==> config.mk <==
export PLATFORM = sky130hd
export DESIGN_NAME = cpu_alu_status_datapath
export DESIGN_NICKNAME = d
export VERILOG_FILES = /design/src/alu_core_pkg.sv /design/src/cpu_alu_status_datapath.sv
export SDC_FILE = /design/constraint.sdc
export NUM_CORES = 2
export LEC_CHECK = 0
export BUFFER_PORTS_ARGS = -buffer_cell sky130_fd_sc_hd__buf_4
export CAP_MARGIN = 15
export CORE_ASPECT_RATIO = 0.75
export CORE_MARGIN = 3
export CORE_UTILIZATION = 45
export DETAILED_ROUTE_END_ITERATION = 12
export PLACE_DENSITY = 0.69
export SLEW_MARGIN = 40
export SYNTH_ARGS = -nofsm -noshare
export SYNTH_HDL_FRONTEND = slang
export SYNTH_SLANG_ARGS = --single-unit
==> constraint.sdc <==
create_clock -name i_clk -period 9.78 [get_ports i_clk]
set_input_delay 0.978 -clock i_clk [delete_from_list [all_inputs] [get_ports i_clk]]
set_output_delay 0.978 -clock i_clk [all_outputs]
set_load 0.02 [all_outputs]
==> src/alu_core_pkg.sv <==
// Shared constants, register map and types of the integer datapath
`default_nettype none
package alu_core_pkg;
    // ------------------------------------------------------------
    // Register map (byte addresses on the register bus)
    // ------------------------------------------------------------
    localparam int          ADDR_W        = 12;
    localparam logic [11:0] OFF_FLAGS     = 12'h000; // Flags and priority
    localparam logic [11:0] OFF_CORE_CTL  = 12'h004; // Core control
    localparam logic [11:0] OFF_INT_CTL1  = 12'h008; // Interrupt control one
    localparam logic [11:0] OFF_TBL_PAGE  = 12'h00c; // Table page register
    localparam logic [11:0] OFF_PC        = 12'h010; // Program counter view
    localparam logic [11:0] OFF_WREG_BASE = 12'h040; // Working registers 0..15
    // ------------------------------------------------------------
    // Field positions
    // ------------------------------------------------------------
    localparam int FLG_DC     = 8;
    localparam int FLG_IPL_HI = 7;
    localparam int FLG_IPL_LO = 5;
    localparam int FLG_RA     = 4;
    localparam int FLG_N      = 3;
    localparam int FLG_OV     = 2;
    localparam int FLG_Z      = 1;
    localparam int FLG_C      = 0;
    localparam int CTL_PRIORITY_EXTENSION_BIT   = 3;
    localparam int CTL_PSV    = 2;
    localparam int ICTL_NEST  = 15;
    localparam int TBL_CFG    = 7;
    // ------------------------------------------------------------
    // Reset values and counts
    // ------------------------------------------------------------
    localparam logic [15:0] RST_WORD   = 16'h0000;
    localparam logic [23:0] RST_PC     = 24'h000000;
    localparam logic [23:0] PC_STEP    = 24'h000002;
    localparam logic [4:0]  DIV_ITER   = 5'h10;     // One per divisor bit
    localparam int          DIV_CYCLES = 19;        // Accept edge to done
    localparam logic [2:0]  IPL_MAX    = 3'h7;
    // ------------------------------------------------------------
    // Operations, multiply modes, divider states
    // ------------------------------------------------------------
    typedef enum logic [3:0] {
        OP_ADD, OP_SUB, OP_AND, OP_IOR, OP_XOR,
        OP_ARS, OP_LRS, OP_LSH, OP_MUL, OP_DIV
    } op_t;
    typedef enum logic [2:0] {
        MUL_SS, MUL_UU, MUL_SU, MUL_US, MUL_SLIT, MUL_ULIT, MUL_BB
    } mul_mode_t;
    typedef enum logic [1:0] {
        ST_IDLE, ST_DIV_RUN, ST_DIV_FIX, ST_DIV_WB
    } div_state_t;
endpackage
`default_nettype wire

==> src/cpu_alu_status_datapath.sv <==
// Integer datapath: ALU, flags/priority, multiplier, divider, shifter, PC
//
// The register offsets and register access over APB were decided locally.
`default_nettype none
module cpu_alu_status_datapath
    import alu_core_pkg::*;
(
    // Clock and reset
    input  wire logic              i_clk,
    input  wire logic              i_srst,
    // APB register slave
    input  wire logic              i_psel,
    input  wire logic              i_penable,
    input  wire logic              i_pwrite,
    input  wire logic [ADDR_W-1:0] i_paddr,
    input  wire logic [31:0]       i_pwdata,
    input  wire logic [3:0]        i_pstrb,
    output logic                   o_pready,
    output logic [31:0]            o_prdata,
    output logic                   o_pslverr,
    // Operation request
    input  wire logic              i_op_valid,
    input  wire op_t               i_op,
    input  wire mul_mode_t         i_mul_mode,
    input  wire logic              i_byte_mode,
    input  wire logic              i_src_mem,
    input  wire logic              i_dst_mem,
    input  wire logic              i_use_lit,
    input  wire logic [4:0]        i_lit,
    input  wire logic [3:0]        i_wa,
    input  wire logic [3:0]        i_wb,
    input  wire logic [3:0]        i_wd,
    input  wire logic              i_div_signed,
    input  wire logic              i_div_long,
    input  wire logic              i_div_hold,
    input  wire logic [15:0]       i_mem_rdata,
    // Core status inputs
    input  wire logic              i_repeat_active,
    input  wire logic              i_ipl_load,
    input  wire logic [2:0]        i_ipl_value,
    input  wire logic              i_priority_ext_set,
    // Program space
    input  wire logic              i_pc_advance,
    input  wire logic              i_pc_load,
    input  wire logic [23:0]       i_pc_target,
    input  wire logic [23:0]       i_prog_addr,
    input  wire logic              i_table_op,
    // Results
    output logic                   o_busy,
    output logic                   o_done,
    output logic [15:0]            o_result,
    output logic                   o_mem_we,
    output logic                   o_mem_byte,
    output logic [15:0]            o_mem_wdata,
    // Core status outputs
    output logic [3:0]             o_cpu_priority,
    output logic                   o_user_irq_disable,
    output logic                   o_psv_map_enable,
    output logic [23:0]            o_pc,
    output logic                   o_prog_access_ok
);
    // ------------------------------------------------------------
    // State
    // ------------------------------------------------------------
    typedef struct packed {
        logic [15:0][15:0] wreg;       // Working register array
        logic              dc, n, ov, z, c, ra;
        logic [2:0]        ipl;        // Status priority field
        logic              priority_extension_bit, program_visibility_enable, nest_dis;
        logic [7:0]        table_page_register;
        logic [23:0]       pc;
        logic              prog_ok, irq_off;
        logic [3:0]        prio;
        div_state_t        st;
        logic              busy;       // Divider running, registered copy of state
        logic [4:0]        cnt;
        logic [16:0]       rem;        // Partial remainder
        logic [15:0]       quo;        // Dividend low / quotient shifter
        logic [15:0]       dvs;        // Divisor magnitude
        logic              qneg, rneg;
        logic [15:0]       result;
        logic              done, mem_we, mem_byte;
        logic [15:0]       mem_wdata;
        logic              pready, pslverr;
        logic [31:0]       prdata;
    } state_t;

    state_t s_r;   // Registered state
    state_t s_nxt; // Next state

    // Register-bus view of the flags word, unimplemented bits zero
    logic [15:0] flags_view;
    assign flags_view = {7'h00, s_r.dc, s_r.ipl, s_r.ra, s_r.n, s_r.ov, s_r.z, s_r.c};

    // ------------------------------------------------------------
    // Next-state logic
    // ------------------------------------------------------------
    always_comb begin
        logic [15:0] a, b, bx, res, m, wd, rd;
        logic [16:0] sw, t;
        logic [8:0]  sb;
        logic [4:0]  nib;
        logic [3:0]  sc, de;
        logic        cin, hit, fire, multi, sa, sb_s;
        logic [16:0] ma, mb;
        logic signed [33:0] prod;
        logic [31:0] dvd, mag;
        a = RST_WORD; b = RST_WORD; bx = RST_WORD; res = RST_WORD;
        m = RST_WORD; wd = RST_WORD; rd = RST_WORD;
        sw = '0; t = '0; sb = '0; nib = '0; sc = '0; de = '0;
        cin = 1'b0; hit = 1'b0; fire = 1'b0; multi = 1'b0; sa = 1'b0; sb_s = 1'b0;
        ma = '0; mb = '0; prod = '0; dvd = '0; mag = '0;
        s_nxt = s_r;
        s_nxt.done = 1'b0;
        s_nxt.mem_we = 1'b0;
        s_nxt.pready = 1'b0;
        s_nxt.ra = i_repeat_active;
        // Register read decode
        hit = 1'b1;
        if (i_paddr == OFF_FLAGS) rd = flags_view;
        else if (i_paddr == OFF_CORE_CTL) rd = {12'h000, s_r.priority_extension_bit, s_r.program_visibility_enable, 2'b00};
        else if (i_paddr == OFF_INT_CTL1) rd = {s_r.nest_dis, 15'h0000};
        else if (i_paddr == OFF_TBL_PAGE) rd = {8'h00, s_r.table_page_register};
        else if (i_paddr[11:6] == OFF_WREG_BASE[11:6]) rd = s_r.wreg[i_paddr[5:2]];
        else hit = 1'b0;
        // Setup cycle: answer captured so access phase sees registered data
        if (i_psel && !i_penable && !s_r.pready) begin
            s_nxt.pready = 1'b1;
            s_nxt.prdata = (i_paddr == OFF_PC) ? {8'h00, s_r.pc} : {16'h0000, rd};
            s_nxt.pslverr = !hit && (i_paddr != OFF_PC);
        end
        // Write takes effect at the access edge; byte lanes 0 and 1 only
        m = {{8{i_pstrb[1]}}, {8{i_pstrb[0]}}};
        wd = (rd & ~m) | (i_pwdata[15:0] & m);
        if (i_psel && i_penable && s_r.pready && i_pwrite && !s_r.pslverr) begin
            if (i_paddr == OFF_FLAGS) begin
                s_nxt.dc = wd[FLG_DC];
                s_nxt.n  = wd[FLG_N];
                s_nxt.ov = wd[FLG_OV];
                s_nxt.z  = wd[FLG_Z];
                s_nxt.c  = wd[FLG_C];
                if (!s_r.nest_dis)
                    s_nxt.ipl = wd[FLG_IPL_HI:FLG_IPL_LO];
            end else if (i_paddr == OFF_CORE_CTL) begin
                if (!wd[CTL_PRIORITY_EXTENSION_BIT])
                    s_nxt.priority_extension_bit = 1'b0;
                s_nxt.program_visibility_enable = wd[CTL_PSV];
            end else if (i_paddr == OFF_INT_CTL1) begin
                s_nxt.nest_dis = wd[ICTL_NEST];
            end else if (i_paddr == OFF_TBL_PAGE) begin
                s_nxt.table_page_register = wd[7:0];
            end else if (i_paddr[11:6] == OFF_WREG_BASE[11:6]) begin
                s_nxt.wreg[i_paddr[5:2]] = wd;
            end
        end
        // Hardware priority updates win over software in the same cycle
        if (i_ipl_load)
            s_nxt.ipl = i_ipl_value;
        if (i_priority_ext_set)
            s_nxt.priority_extension_bit = 1'b1;
        // Operand fetch from registers or data memory
        a = i_src_mem ? i_mem_rdata : s_r.wreg[i_wa];
        b = i_use_lit ? {11'h000, i_lit} : s_r.wreg[i_wb];
        sc = i_lit[3:0];
        multi = (i_op inside {OP_ARS, OP_LRS, OP_LSH}) && (sc != 4'h1);
        if (multi)
            a = s_r.wreg[i_wa];
        cin = (i_op == OP_SUB);
        bx = cin ? ~b : b;
        sw = {1'b0, a} + {1'b0, bx} + {16'h0000, cin};
        sb = {1'b0, a[7:0]} + {1'b0, bx[7:0]} + {8'h00, cin};
        nib = {1'b0, a[3:0]} + {1'b0, bx[3:0]} + {4'h0, cin};
        fire = i_op_valid && (s_r.st == ST_IDLE);
        if (fire && i_op != OP_DIV && i_op != OP_MUL) begin
            unique case (i_op)
                OP_ADD, OP_SUB: begin
                    res = i_byte_mode ? {8'h00, sb[7:0]} : sw[15:0];
                    s_nxt.c  = i_byte_mode ? sb[8] : sw[16];
                    s_nxt.dc = i_byte_mode ? nib[4] : sb[8];
                    s_nxt.ov = i_byte_mode ? (a[7] == bx[7]) && (res[7] != a[7])
                                           : (a[15] == bx[15]) && (res[15] != a[15]);
                end
                OP_AND: res = a & b;
                OP_IOR: res = a | b;
                OP_XOR: res = a ^ b;
                OP_ARS: begin
                    res = i_byte_mode ? {8'h00, 8'($signed(a[7:0]) >>> sc)}
                                      : 16'($signed(a) >>> sc);
                    if (sc == 4'h1) s_nxt.c = a[0];
                end
                OP_LRS: begin
                    res = i_byte_mode ? {8'h00, 8'(a[7:0] >> sc)} : 16'(a >> sc);
                    if (sc == 4'h1) s_nxt.c = a[0];
                end
                default: begin
                    res = i_byte_mode ? {8'h00, 8'(a[7:0] << sc)} : 16'(a << sc);
                    if (sc == 4'h1) s_nxt.c = i_byte_mode ? a[7] : a[15];
                end
            endcase
            if (i_byte_mode) res = {8'h00, res[7:0]};
            s_nxt.n = i_byte_mode ? res[7] : res[15];
            s_nxt.z = i_byte_mode ? (res[7:0] == 8'h00) : (res == 16'h0000);
            s_nxt.result = res;
            s_nxt.done = 1'b1;
            if (i_dst_mem && !multi) begin
                s_nxt.mem_we = 1'b1;
                s_nxt.mem_byte = i_byte_mode;
                s_nxt.mem_wdata = res;
            end else if (i_byte_mode) begin
                s_nxt.wreg[i_wd][7:0] = res[7:0];
            end else begin
                s_nxt.wreg[i_wd] = res;
            end
        end
        // Multiplier: flags are left alone
        if (fire && i_op == OP_MUL) begin
            sa   = (i_mul_mode inside {MUL_SS, MUL_SU, MUL_SLIT}) && a[15];
            sb_s = (i_mul_mode inside {MUL_SS, MUL_US}) && b[15];
            ma = (i_mul_mode == MUL_BB) ? {9'h000, a[7:0]} : {sa, a};
            mb = (i_mul_mode == MUL_BB) ? {9'h000, b[7:0]}
               : (i_mul_mode inside {MUL_SLIT, MUL_ULIT}) ? {12'h000, i_lit}
               : {sb_s, b};
            prod = $signed(ma) * $signed(mb);
            s_nxt.result = prod[15:0];
            s_nxt.done = 1'b1;
            if (i_mul_mode == MUL_BB) begin
                s_nxt.wreg[i_wd] = prod[15:0];
            end else begin
                s_nxt.wreg[{i_wd[3:1], 1'b0}] = prod[15:0];
                s_nxt.wreg[{i_wd[3:1], 1'b1}] = prod[31:16];
            end
        end
        // Divider: load magnitudes, 16 iterations, sign fix, write back
        if (fire && i_op == OP_DIV) begin
            de = {i_wa[3:1], 1'b0};
            dvd = i_div_long ? {s_r.wreg[de | 4'h1], s_r.wreg[de]}
                : {{16{i_div_signed & s_r.wreg[i_wa][15]}}, s_r.wreg[i_wa]};
            sa   = i_div_signed && dvd[31];
            sb_s = i_div_signed && s_r.wreg[i_wb][15];
            mag = sa ? 32'(-dvd) : dvd;
            s_nxt.dvs = sb_s ? 16'(-s_r.wreg[i_wb]) : s_r.wreg[i_wb];
            s_nxt.rem = {1'b0, mag[31:16]};
            s_nxt.quo = mag[15:0];
            s_nxt.qneg = sa ^ sb_s;
            s_nxt.rneg = sa;
            s_nxt.cnt = 5'h00;
            s_nxt.st = ST_DIV_RUN;
        end
        // Hold freezes the divider so an interrupt can be taken between cycles
        if (!i_div_hold) begin
            unique case (s_r.st)
                ST_IDLE: ;
                ST_DIV_RUN: begin
                    t = {s_r.rem[15:0], s_r.quo[15]};
                    if (t >= {1'b0, s_r.dvs}) begin
                        s_nxt.rem = t - {1'b0, s_r.dvs};
                        s_nxt.quo = {s_r.quo[14:0], 1'b1};
                    end else begin
                        s_nxt.rem = t;
                        s_nxt.quo = {s_r.quo[14:0], 1'b0};
                    end
                    s_nxt.cnt = s_r.cnt + 5'h01;
                    if (s_r.cnt == DIV_ITER - 5'h01)
                        s_nxt.st = ST_DIV_FIX;
                end
                ST_DIV_FIX: begin
                    if (s_r.qneg) s_nxt.quo = 16'(-s_r.quo);
                    if (s_r.rneg) s_nxt.rem = {1'b0, 16'(-s_r.rem[15:0])};
                    s_nxt.st = ST_DIV_WB;
                end
                ST_DIV_WB: begin
                    s_nxt.wreg[0] = s_r.quo;
                    s_nxt.wreg[1] = s_r.rem[15:0];
                    s_nxt.result = s_r.quo;
                    s_nxt.done = 1'b1;
                    s_nxt.st = ST_IDLE;
                end
            endcase
        end
        // Program counter and program-space access limit
        if (i_pc_load)
            s_nxt.pc = {i_pc_target[23:1], 1'b0};
        else if (i_pc_advance)
            s_nxt.pc = s_r.pc + PC_STEP;
        s_nxt.prog_ok = !i_prog_addr[23] || (i_table_op && s_r.table_page_register[TBL_CFG]);
        // Effective priority and user-interrupt masking
        s_nxt.prio = {s_nxt.priority_extension_bit, s_nxt.ipl};
        s_nxt.irq_off = s_nxt.priority_extension_bit || (s_nxt.ipl == IPL_MAX);
        // Busy kept as its own flop so the output carries no decode
        s_nxt.busy = (s_nxt.st != ST_IDLE);
    end

    // ------------------------------------------------------------
    // State register
    // ------------------------------------------------------------
    always_ff @(posedge i_clk) begin
        if (i_srst) begin
            s_r <= '0;
            s_r.st <= ST_IDLE;
            s_r.pc <= RST_PC;
        end else begin
            s_r <= s_nxt;
        end
    end

    // ------------------------------------------------------------
    // Outputs, all straight from flops
    // ------------------------------------------------------------
    assign o_pready           = s_r.pready;
    assign o_prdata           = s_r.prdata;
    assign o_pslverr          = s_r.pslverr;
    assign o_busy             = s_r.busy;
    assign o_done             = s_r.done;
    assign o_result           = s_r.result;
    assign o_mem_we           = s_r.mem_we;
    assign o_mem_byte         = s_r.mem_byte;
    assign o_mem_wdata        = s_r.mem_wdata;
    assign o_cpu_priority     = s_r.prio;
    assign o_user_irq_disable = s_r.irq_off;
    assign o_psv_map_enable   = s_r.program_visibility_enable;
    assign o_pc               = s_r.pc;
    assign o_prog_access_ok   = s_r.prog_ok;

    // ------------------------------------------------------------
    // Assertions
    // ------------------------------------------------------------
    // Divider age counter; a hold anywhere in the run voids the check
    logic [4:0] div_age;
    logic       div_held;
    always_ff @(posedge i_clk) begin
        if (i_srst || (i_op_valid && !o_busy && i_op == OP_DIV)) begin
            div_age <= 5'h01;
            div_held <= 1'b0;
        end else if (o_busy) begin
            div_age <= div_age + 5'h01;
            div_held <= div_held | i_div_hold;
        end
    end
    logic word_fire;
    assign word_fire = i_op_valid && !o_busy && !i_byte_mode && !i_src_mem && !i_use_lit;
endmodule
`default_nettype wire

==> results.sh <==
export IMPL_status="completed"
export IMPL_cts_hold_buffers=0
export IMPL_antenna_found_initial=22
export IMPL_ctsLongestPathBuffers=3
export IMPL_grt_usage_pct=44.6
export IMPL_fin_util_pct=51.2
export IMPL_layout_commonest_cell="nor2_1"
export IMPL_synth_area_mm2=0.0515
export IMPL_nets=7211
export IMPL_grt_overflow=0
export IMPL_required_ns=10.33
export IMPL_ys_types=100
export IMPL_ioPinCount=259
export IMPL_grt_pass1_wl_um=385000
export IMPL_globalplace_congestion=1.09
export IMPL_worstHoldPathType="reg -> reg"
export IMPL_core_area_mm2=0.112
export IMPL_grt_max_degree=98
export IMPL_drive_above_1_share_pct=17.8
export IMPL_dr_first_iter_drc_count=10200
export IMPL_yosys_warnings=0
export IMPL_leakagePower_nw=22.7
export IMPL_drc=0
export IMPL_num_vias=57800
export IMPL_clk_latency_ns=0.65
export IMPL_timing_fmax_mhz=106
export IMPL_vias_per_cell=7.06
export IMPL_path_clk_slew_ns=0.07
export IMPL_portBuffers=207
export IMPL_cts_sinks=420
export IMPL_fin_crit_sh_pct=96.5
export IMPL_critPathCaptureType="register"
export IMPL_ys_async_sr_fraction_pct=0
export IMPL_yosys_most_used_dff="dfxtp_1"
export IMPL_slew_viol_final=0
export IMPL_vdd_drop_max_mv=0.112
export IMPL_ctsResizeCount=0
export IMPL_grt_pass1_vias=52200
export IMPL_maxCapViolations=0
export IMPL_dp_hpwl_um=211000
export IMPL_max_stage_delay_ns=0.70
export IMPL_crit_path_frequent_cell="fa_1"
export IMPL_setup_viol=0
export IMPL_synth_avg_cell_area_um2=7.83
export IMPL_timing_hold_ws_ns=0.456
export IMPL_start_kind="input pin"
export IMPL_critPathKind="in -> reg"
export IMPL_drt_wl_total_um=275000
export IMPL_synth_seq_cells=420
export IMPL_htreeDepth=2
export IMPL_slowest_stage="a21oi_1"
export IMPL_start_util_pct=45.8
export IMPL_tritoncts="yes"
export IMPL_synth_edf_count=0
export IMPL_netlist_instances=6579
export IMPL_rows=106
export IMPL_dieArea_mm2=0.119
export IMPL_post_cts_buffers=0
export IMPL_cts_root_buffer="clkbuf_16"
export IMPL_rsz0062_at_grt="false"
export IMPL_firstDrtPassIters=7
export IMPL_hold_viol=0
export IMPL_fin_setup_tns_ns=0
export IMPL_final_cell_mix="914 x nor2_1, 704 x nand2_1, 630 x a21oi_1"
export IMPL_wl_per_cell_um=33.5
export IMPL_detail_route_antenna_nets=0
export IMPL_skew_ns=0.0526
export IMPL_stdcell_count=8183
export IMPL_arrival_ns=9.99
export IMPL_synth_seq_area_share_pct=16.3
export IMPL_min_period_ns=9.44
export IMPL_die_h_um=299
export IMPL_syn2layout_area_growth_pct=11.8
export IMPL_die_w_um=397
export IMPL_numCtsBuffers=47
export IMPL_dp_cells=8074
export IMPL_slew_headroom_pct=31.2
export IMPL_power_density_mw_per_mm2=107
export IMPL_cp_max_fo=12
export IMPL_worst_pin_slew_ns=1.03
[worst max-delay path: cells and delay by family]
kind | cells | cell delay (ns)
AOI/OAI and AO/OA | 8 | 2.46
adders and majority gates | 7 | 3.33
buffers and inverters | 9 | 1.38
muxes | 3 | 1.02
and+or+nand+nor | 5 | 0.77
[state kept, by name, summed over array words and instances (netlist names)]
| signal | flops |
|---|---|
| o_pslverr | 1 |
| o_pready | 1 |
| o_done | 1 |
| o_psv_map_enable | 1 |
| o_result | 16 |
| flags_view | 8 |
| o_mem_byte | 1 |
| o_user_irq_disable | 1 |
| o_prog_access_ok | 1 |
| o_mem_wdata | 16 |
| s_r | 323 |
| o_busy | 1 |
| o_pc | 23 |
| o_mem_we | 1 |
| o_cpu_priority | 1 |
| o_prdata | 24 |
[final timing paths]
check / start / end / slack, ns / cells after the start
setup / recovery: i_wb[1] / s_r[208] / 0.34 / 32
hold / removal: o_prdata[16] / o_prdata[16] / 0.46 / 2
setup reg to reg: s_r[324] / s_r[305] / 0.69 / 33
hold reg to reg: o_prdata[16] / o_prdata[16] / 0.46 / 2
[synthesized netlist by cell type (37+ instances only)]
library cell	count	area share, %
ha_1	157	3.8
nor2_1	944	6.9
a21oi_1	639	6.2
clkbuf_1	438	3.2
a22oi_1	47	0.69
a211oi_1	194	2.8
fa_1	284	11
o22ai_1	91	1.1
xor2_1	64	1.1
mux4_2	310	14
buf_1	47	0.34
o211ai_1	79	1.2
o221ai_1	37	0.63
a31oi_1	47	0.57
nand3_1	85	0.83
buf_4	99	1.4
o21ai_0	344	3.3
nand2b_1	41	0.50
a221oi_1	94	1.6
mux2i_1	90	1.7
xnor2_1	97	1.6
inv_1	413	3.0
nand2_1	708	5.2
buf_2	54	0.52
dfxtp_1	420	16
nor3_1	189	1.8
[report_power, final]
part	internal (mW)	switching (mW)
sequential	1.75	0.0584
combinational	0.742	1.64
clock	1.06	0.889
[routing by layer]
metal  global-route usage [%]  part of all wire [%]  up-vias
li1                         -                     -    23700
met1                     60.5                    38    27900
met2                     55.4                    36     5342
met3                     26.9                    20      884
met4                     19.1                   5.5       12
met5                     1.38                  0.13        -
[final cells by class]
cell class / count / area [um2]
Tap cell: 1512 / 1890
Antenna cell: 24 / 60.1
Fill cell: 10900 / 54900
Sequential cell: 420 / 8410
Inverter: 429 / 1610
Clock inverter: 19 / 239
Clock buffer: 65 / 1290
Timing Repair Buffer: 619 / 5010
Multi-Input combinational cell: 5095 / 39000
[logic make-up (layout without fill, tap and decap cells)]
| kind of cell | Yosys count | count (layout) | share of synthesized area, % |
|---|---|---|---|
| flops | 420 | 420 | 16.3 |
| mux | 427 | 427 | 16.0 |
| fa+ha+maj | 441 | 441 | 14.9 |
| simple gates | 2173 | 2173 | 18.0 |
| buf+inv | 1072 | 1132 | 8.73 |
| compound gates | 1884 | 1884 | 23.4 |
| other cells | 1 | 33 | 0.00728 |
| xor+xnor | 161 | 161 | 2.74 |
[metrics by stage]
stage	setup WS (ns)	instance area (um2)	power, mW
CTS	0.552	57400	5.94
detailed placement	-0.0347	55900	4.05
global route	0.0906	57500	6.22
floorplan	0.150	51500	2.98
global placement	-0.0449	55700	4.03
finish	0.343	57600	6.13
Power figures use the tool's default switching activity.
